File: src/pabr_pkg.sv
// Package for the PHY identifier, advertisement and partner ability register bank.
// Assumes a single clock domain and an Avalon-MM byte-addressed register slave.
package pabr_pkg;
   // Register indices; byte address is four times the index.
   localparam logic [3:0] IDX_ID_LOW = 4'h3;
   localparam logic [3:0] IDX_ADV = 4'h4;
   localparam logic [3:0] IDX_LP = 4'h5;
   localparam logic [3:0] IDX_PAGE_CTL = 4'h6;
   localparam logic [3:0] IDX_PAGE_STAT = 4'h7;
   // Identifier low word fields.
   localparam int ID_OUI_LSB = 10;
   localparam int ID_MODEL_LSB = 4;
   localparam int ID_REV_LSB = 0;
   // Advertisement bit positions.
   localparam int ADV_NP = 15;
   localparam int ADV_RSV14 = 14;
   localparam int ADV_RF = 13;
   localparam int ADV_XNP = 12;
   localparam int ADV_ASYM = 11;
   localparam int ADV_SYM = 10;
   localparam int ADV_RSV9 = 9;
   localparam int ADV_100FD = 8;
   localparam int ADV_SEL_LSB = 0;
   // Writable advertisement bits; reserved 14 and 9 excluded.
   localparam logic [15:0] ADV_WMASK = 16'hbdff;
   localparam logic [15:0] ADV_RESET = 16'h0101;
   localparam logic [4:0] SEL_IEEE8023 = 5'h01;
   localparam logic [15:0] LP_RESET = 16'h0000;
   // Identifier fields at reset (arbitrary values, not a real maker code).
   localparam logic [5:0] ID_OUI_RESET = 6'h15;
   localparam logic [5:0] ID_MODEL_RESET = 6'h2a;
   localparam logic [3:0] ID_REV_RESET = 4'h1;
   // Page control bit: capture enable.
   localparam int CTL_CAPTURE_EN = 0;
   // Page status bits.
   localparam int STAT_PAGE_RX = 0;
   localparam int STAT_ADV_ACTIVE = 1;
   // Bus response codes.
   localparam logic [1:0] RESP_OKAY = 2'h0;
   localparam logic [1:0] RESP_DECERR = 2'h3;
   typedef enum logic [1:0] {
      BUS_IDLE = 2'b00,
      BUS_ACK = 2'b01
   } pabr_bus_t;
endpackage

File: src/pabr_page_capture.sv
// Holds the partner base page word, loaded from each received link code word while capture_en is high.
// Assumes the negotiation engine gives a one-cycle strobe with the word.
`timescale 1ns/1ps
module pabr_page_capture #(
   parameter int W = 16
) (
   // Clock and reset
   input wire logic clk_sys,
   input wire logic resetn,
   // Received page
   input wire logic page_strobe,
   input wire logic [W-1:0] page_word,
   input wire logic capture_en,
   // Held word
   output logic [W-1:0] partner_word,
   output logic page_seen
);
   logic [W-1:0] word_r;
   logic seen_r;

   always_ff @(posedge clk_sys or negedge resetn) begin
      if (!resetn) begin
         word_r <= pabr_pkg::LP_RESET;
      end else if (page_strobe && capture_en) begin
         word_r <= page_word;
      end
   end

   always_ff @(posedge clk_sys or negedge resetn) begin
      if (!resetn) begin
         seen_r <= 1'b0;
      end else if (page_strobe && capture_en) begin
         seen_r <= 1'b1;
      end
   end

   assign partner_word = word_r;
   assign page_seen = seen_r;
endmodule // pabr_page_capture

File: src/pabr_bus_slave.sv
// Avalon-MM slave handshake: one wait cycle, then an acknowledge cycle.
// Assumes the master holds its request until waitrequest is seen low.
`timescale 1ns/1ps
module pabr_bus_slave (
   // Clock and reset
   input wire logic clk_sys,
   input wire logic resetn,
   // Request
   input wire logic read,
   input wire logic write,
   // Handshake
   output logic waitrequest,
   output logic ack
);
   pabr_pkg::pabr_bus_t state_r;
   pabr_pkg::pabr_bus_t state_nxt;

   always_comb begin
      state_nxt = pabr_pkg::BUS_IDLE;
      case (state_r)
         pabr_pkg::BUS_IDLE: begin
            if (read || write) begin
               state_nxt = pabr_pkg::BUS_ACK;
            end
         end
         default: begin
            state_nxt = pabr_pkg::BUS_IDLE;
         end
      endcase
   end

   always_ff @(posedge clk_sys or negedge resetn) begin
      if (!resetn) begin
         state_r <= pabr_pkg::BUS_IDLE;
      end else begin
         state_r <= state_nxt;
      end
   end

   // The acknowledge cycle is the single edge where the master completes.
   assign ack = (state_r == pabr_pkg::BUS_ACK) && (read || write);
   assign waitrequest = (read || write) && !ack;
endmodule // pabr_bus_slave

File: src/pabr_regs.sv
// Register bank for PHY indices 3 to 7: identifier low, advertisement, partner ability, page control, page status.
// Assumes an Avalon-MM master on clk_sys and a negotiation engine giving base pages.
//
// The implementer's own choice: register access over Avalon-MM.
`timescale 1ns/1ps

module pabr_regs #(
   parameter logic [5:0] OUI_RESET = pabr_pkg::ID_OUI_RESET,
   parameter logic [5:0] MODEL_RESET = pabr_pkg::ID_MODEL_RESET,
   parameter logic [3:0] REV_RESET = pabr_pkg::ID_REV_RESET
) (
   // Clock and reset
   input wire logic clk_sys,
   input wire logic resetn,
   // Avalon-MM slave
   input wire logic [5:0] address,
   input wire logic read,
   input wire logic write,
   input wire logic [31:0] writedata,
   input wire logic [3:0] byteenable,
   output logic [31:0] readdata,
   output logic [1:0] response,
   output logic waitrequest,
   // Negotiation engine
   input wire logic page_strobe,
   input wire logic [15:0] page_word,
   output logic [15:0] adv_word,
   output logic next_page_able,
   output logic remote_fault_adv
);
   logic ack;
   logic [3:0] idx;
   logic addr_ok;
   logic [15:0] id_low_r;
   logic [15:0] adv_r;
   logic ctl_r;
   logic [15:0] partner_word;
   logic page_seen;
   logic [15:0] rd_nxt;
   logic [31:0] readdata_r;
   logic [1:0] response_r;
   logic [15:0] wr_lanes;

   pabr_bus_slave u_bus (
      .clk_sys(clk_sys),
      .resetn(resetn),
      .read(read),
      .write(write),
      .waitrequest(waitrequest),
      .ack(ack)
   );

   pabr_page_capture #(.W(16)) u_cap (
      .clk_sys(clk_sys),
      .resetn(resetn),
      .page_strobe(page_strobe),
      .page_word(page_word),
      .capture_en(ctl_r),
      .partner_word(partner_word),
      .page_seen(page_seen)
   );

   // Byte address bits 1:0 must be zero, else decode error; word index sits above them.
   assign idx = address[5:2];
   assign addr_ok = (address[1:0] == 2'h0);
   assign wr_lanes = {{8{byteenable[1]}}, {8{byteenable[0]}}};

   always_ff @(posedge clk_sys or negedge resetn) begin
      if (!resetn) begin
         id_low_r[15:pabr_pkg::ID_OUI_LSB] <= OUI_RESET;
         id_low_r[pabr_pkg::ID_OUI_LSB-1:pabr_pkg::ID_MODEL_LSB] <= MODEL_RESET;
         id_low_r[pabr_pkg::ID_MODEL_LSB-1:pabr_pkg::ID_REV_LSB] <= REV_RESET;
      end else if (ack && write && addr_ok && idx == pabr_pkg::IDX_ID_LOW) begin
         id_low_r <= (writedata[15:0] & wr_lanes) | (id_low_r & ~wr_lanes);
      end
   end

   always_ff @(posedge clk_sys or negedge resetn) begin
      if (!resetn) begin
         adv_r <= pabr_pkg::ADV_RESET;
      end else if (ack && write && addr_ok && idx == pabr_pkg::IDX_ADV) begin
         adv_r <= ((writedata[15:0] & wr_lanes) | (adv_r & ~wr_lanes))
            & pabr_pkg::ADV_WMASK;
      end
   end

   // Capture enable; software may freeze the partner word while inspecting it.
   always_ff @(posedge clk_sys or negedge resetn) begin
      if (!resetn) begin
         ctl_r <= 1'b1;
      end else if (ack && write && addr_ok && idx == pabr_pkg::IDX_PAGE_CTL
         && byteenable[0]) begin
         ctl_r <= writedata[pabr_pkg::CTL_CAPTURE_EN];
      end
   end

   // Read mux; unmapped addresses read zero with a decode error response.
   always_comb begin
      rd_nxt = 16'h0000;
      if (!addr_ok) begin
         rd_nxt = 16'h0000;
      end else if (idx == pabr_pkg::IDX_ID_LOW) begin
         rd_nxt = id_low_r;
      end else if (idx == pabr_pkg::IDX_ADV) begin
         rd_nxt = adv_r;
      end else if (idx == pabr_pkg::IDX_LP) begin
         rd_nxt = partner_word;
      end else if (idx == pabr_pkg::IDX_PAGE_CTL) begin
         rd_nxt = {15'h0000, ctl_r};
      end else if (idx == pabr_pkg::IDX_PAGE_STAT) begin
         rd_nxt = {14'h0000, adv_r[pabr_pkg::ADV_NP], page_seen};
      end
   end

   // Read data is registered in the wait cycle and stands at the ack edge.
   always_ff @(posedge clk_sys or negedge resetn) begin
      if (!resetn) begin
         readdata_r <= 32'h00000000;
      end else if ((read || write) && !ack) begin
         readdata_r <= {16'h0000, rd_nxt};
      end
   end

   always_ff @(posedge clk_sys or negedge resetn) begin
      if (!resetn) begin
         response_r <= pabr_pkg::RESP_OKAY;
      end else if ((read || write) && !ack) begin
         if (addr_ok && idx >= pabr_pkg::IDX_ID_LOW && idx <= pabr_pkg::IDX_PAGE_STAT) begin
            response_r <= pabr_pkg::RESP_OKAY;
         end else begin
            response_r <= pabr_pkg::RESP_DECERR;
         end
      end
   end

   assign readdata = readdata_r;
   assign response = response_r;
   assign adv_word = adv_r;
   assign next_page_able = adv_r[pabr_pkg::ADV_NP];
   assign remote_fault_adv = adv_r[pabr_pkg::ADV_RF];
endmodule // pabr_regs

File: config.mk
export PLATFORM = sky130hd
export DESIGN_NAME = pabr_regs
export DESIGN_NICKNAME = d
export VERILOG_FILES = /design/src/pabr_pkg.sv /design/src/pabr_page_capture.sv /design/src/pabr_bus_slave.sv /design/src/pabr_regs.sv
export SDC_FILE = /design/constraint.sdc
export NUM_CORES = 1
export LEC_CHECK = 0
export BUFFER_PORTS_ARGS = -buffer_cell sky130_fd_sc_hd__buf_2
export CAP_MARGIN = 10
export CORE_ASPECT_RATIO = 1.4
export CORE_MARGIN = 5
export CORE_UTILIZATION = 35
export DETAILED_ROUTE_END_ITERATION = 8
export HOLD_SLACK_MARGIN = 0.15
export PLACE_DENSITY = 0.66
export SLEW_MARGIN = 5
export SYNTH_ARGS = -nofsm -noshare
export SYNTH_HDL_FRONTEND = slang
export SYNTH_HIERARCHICAL = 1
export SYNTH_SLANG_ARGS = --single-unit
File: constraint.sdc
create_clock -name clk_sys -period 1.6 [get_ports clk_sys]
set_input_delay 0.32 -clock clk_sys [delete_from_list [all_inputs] [get_ports clk_sys]]
set_output_delay 0.32 -clock clk_sys [all_outputs]
set_load 0.02 [all_outputs]
==> impl_metrics.ini <==
[run_status]
result_of_the_run = finished with violations
violations = setup timing

[power]
power.share.switching_pct = 24.2
seq_power_share_pct = 44.7
vdd_drop_max_mv = 0.646
combinational_group_share_of_total_power_pct = 13.2
switching_power_mw = 1.03
power.internal_mw = 3.21
p_per_area_nw_per_um2 = 1050
power.leakage_nw = 2.14
share_clk_of_total_power_pct = 42.1

[floorplan]
die-height_um = 122
die-area_um2 = 10900
rows = 40
die_extent_in_x_um = 89.7
core_area_um2 = 8660
floorplan.initialDensity_pct = 36.0
boundaryPins = 116

[synth]
synth-async-reset-ratio_pct = 100
synth_mux_area_share_pct = 19.1
synth_enable_flop_cells = 0
synthDistinctLibCells = 44
dominant_combinational_cell_family_by_area_after_synthesis = multiplexers
synth.yosys.seq_area_share_pct = 53.4
yosys.area_share.simple_pct = 9.76
avgSynthCellArea_um2 = 12.2
synthAdderAreaFrac_pct = 0
syn_area_um2 = 3120
post_synthesis_share_of_cell_area_spent_on_xor_and_xnor_gates_pct = 0
synth_compound_area_share_pct = 10.4
synth_top_flop_cell = dfrtp_1
ys_warn_count = 6
synthesis.instances = 256
synth.ff_latch_count = 66

[sta]
final_max_tran_viols = 0
relSlewSlack_pct = 59.9
timing.hold.ws_ns = 0.222
timing_hold_violations_final = 0
fmax_mhz = 620
final-setup-viol-count = 5
worst_slew_pin_slew_ns = 0.602
final_min_period_over_clock_period_pct = 101
fin_skew_ns = 0.00330
timing.final.ws_setup_ns = -0.0133
unrepaired_setup_endpoints_after_global_routing = true
final.min_clock_period_ns = 1.61

[clock_network]
post-cts-setup-buffers = 0
clock-root-buffer = clkbuf_16
cts_tree = yes
tritoncts.num_buffers = 9
ctsHtreeMaxLevel = 3
cts.clk_slew.worst_paths_ns = 0.05
insertion_delay_ns = 0.33
tritoncts_sinks = 66
clock_path_buffers = 2

[critical_path]
worstPathRequired_ns = 1.81
critical_path.max_fanout = 6
timing.setup.critical_path_class = flop to flop
setup.worst_path.start_class = flop
endpoint_kind = flop
timing.critical_path.arrival_ns = 1.82

[cells_and_area]
layout_commonest_cell = buf_2
syn2layout_area_growth_pct = 29.9
most-common-layout-cells = 79 x buf_2, 56 x dfrtp_1, 31 x mux2_2
instances_no_fill = 471
nets = 424
cell_area_after_layout_um2 = 4050
final_core_util_pct = 46.7
fraction_of_final_layout_cells_sized_beyond_drive_strength_1_pct = 50.7

[grt]
grt_pass1_vias = 2478
grt_overflow_total = 0
grt_usage_pct = 15.2
number_of_antenna_violations_at_the_first_check_in_global_routing = 0
grt_start_max_net_pins = 67
grt_pass1_wl_um = 12900

[flow_run]
maxCapViolations = 0

[routing]
drt_first_iter_violations = 102
drc_errors = 0
vias = 2309
viasPerCell = 4.90
wl_per_cell_um = 16.9
firstDrtPassIters = 4
finalWirelength_um = 7980
route.antenna.remaining_nets = 0

[placed_design]
place_ws_ns = -0.129
dp.cells = 454
finalWeightedCongestion = 0.748
io_buffer_count = 79
post_dp_cell_area_um2 = 3740
place.detailed.hpwl_um = 5650

[min_path]
timing.hold.worst.class = input pin to flop
synthesized netlist by cell type (all sizes together), types with 2 or more instances:
master	instances	share of area [%]
nor3	2	0.32
a22oi	2	0.48
buf	25	6.1
o21ai	30	4.8
nor2b	2	0.40
clkbuf	7	0.84
dfrtp	56	45
and3	12	2.4
nand2	20	2.7
inv	2	0.24
dfstp	10	8.4
a211oi	12	2.9
a31oi	2	0.40
a21oi	3	0.48
nand2b	2	0.48
nor2	2	0.24
and2b	2	0.48
mux2	47	19
final timing paths:
check                                  from                          to  slack [ns]  cells past startpoint
max                        u_bus/state_r[0]                        flop       -0.01                      4
min                            writedata[9]                        flop        0.22                      2
max reg2reg                u_bus/state_r[0]                        flop       -0.01                      4
min reg2reg                 u_cap/page_seen             u_cap/page_seen        0.46                      1
max in group asynchronous            resetn  asynchronous set/reset pin        0.72                      3
min in group asynchronous            resetn      u_cap/partner_word[12]        0.52                      3
worst max-delay path, stage by stage, from the launching register on:
cell     delay, ns
dfrtp_1       0.34
o21a_1        0.15
nand4_1       0.14
or4_4         0.54
mux2_4        0.33
power by group through the flow:
stage / logic [mW] / clock network (mW) / registers (mW)
final: 0.560 / 1.78 / 1.89
after global routing: 0.614 / 1.91 / 1.91
after CTS: 0.559 / 1.84 / 1.89
after detailed placement: 0.553 / 0 / 1.92
after global placement: 0.543 / 0 / 1.92
after floorplan: 0.332 / 0 / 1.92
layer usage:
| metal | GRT usage, % | part of all wire, % | wire length [um] | vias to the layer above |
|---|---|---|---|---|
| met2 | 26.4 | 52 | 4130 | 81 |
| li1 | - | - | - | 1094 |
| met4 | 5.95 | 1.3 | 103 | 0 |
| met5 | 0 | 0 | 0 | - |
| met3 | 4.14 | 6.4 | 513 | 10 |
| met1 | 17.7 | 41 | 3230 | 1124 |
per-stage QoR:
stage / power [mW] / TNS [ns]
after global placement: 2.46 / -1.96
after CTS: 4.29 / -0.141
after detailed placement: 2.47 / -3.00
after global routing: 4.44 / -0.897
after floorplan: 2.25 / 0
final: 4.23 / -0.0478
area by class of cell:
cell class                      count  area, um^2
Clock inverter                      3        15.0
Sequential cell                    66        1660
Timing Repair Buffer              109         656
Clock buffer                       12         256
Antenna cell                        1        2.50
Multi-Input combinational cell    173        1320
Tap cell                          105         131
Inverter                            2        7.51
Fill cell                         811        4610
kinds of logic (layout without fill, tap and decap cells):
family / after synthesis / after routing
DFF: 66 / 66
buffers and inverters: 34 / 126
other: 1 / 19
AOI/OAI and AO/OA: 54 / 54
muxes: 48 / 48
and+or+nand+nor: 53 / 53
timing repair:
action | CTS | global route
hold buffers | 1 | 0
setup endpoints to repair | 5 | 29
gates resized for setup | 0 | 6
hold endpoints to repair | 56 | 0
Note: power is estimated with default switching activity, not from simulation.
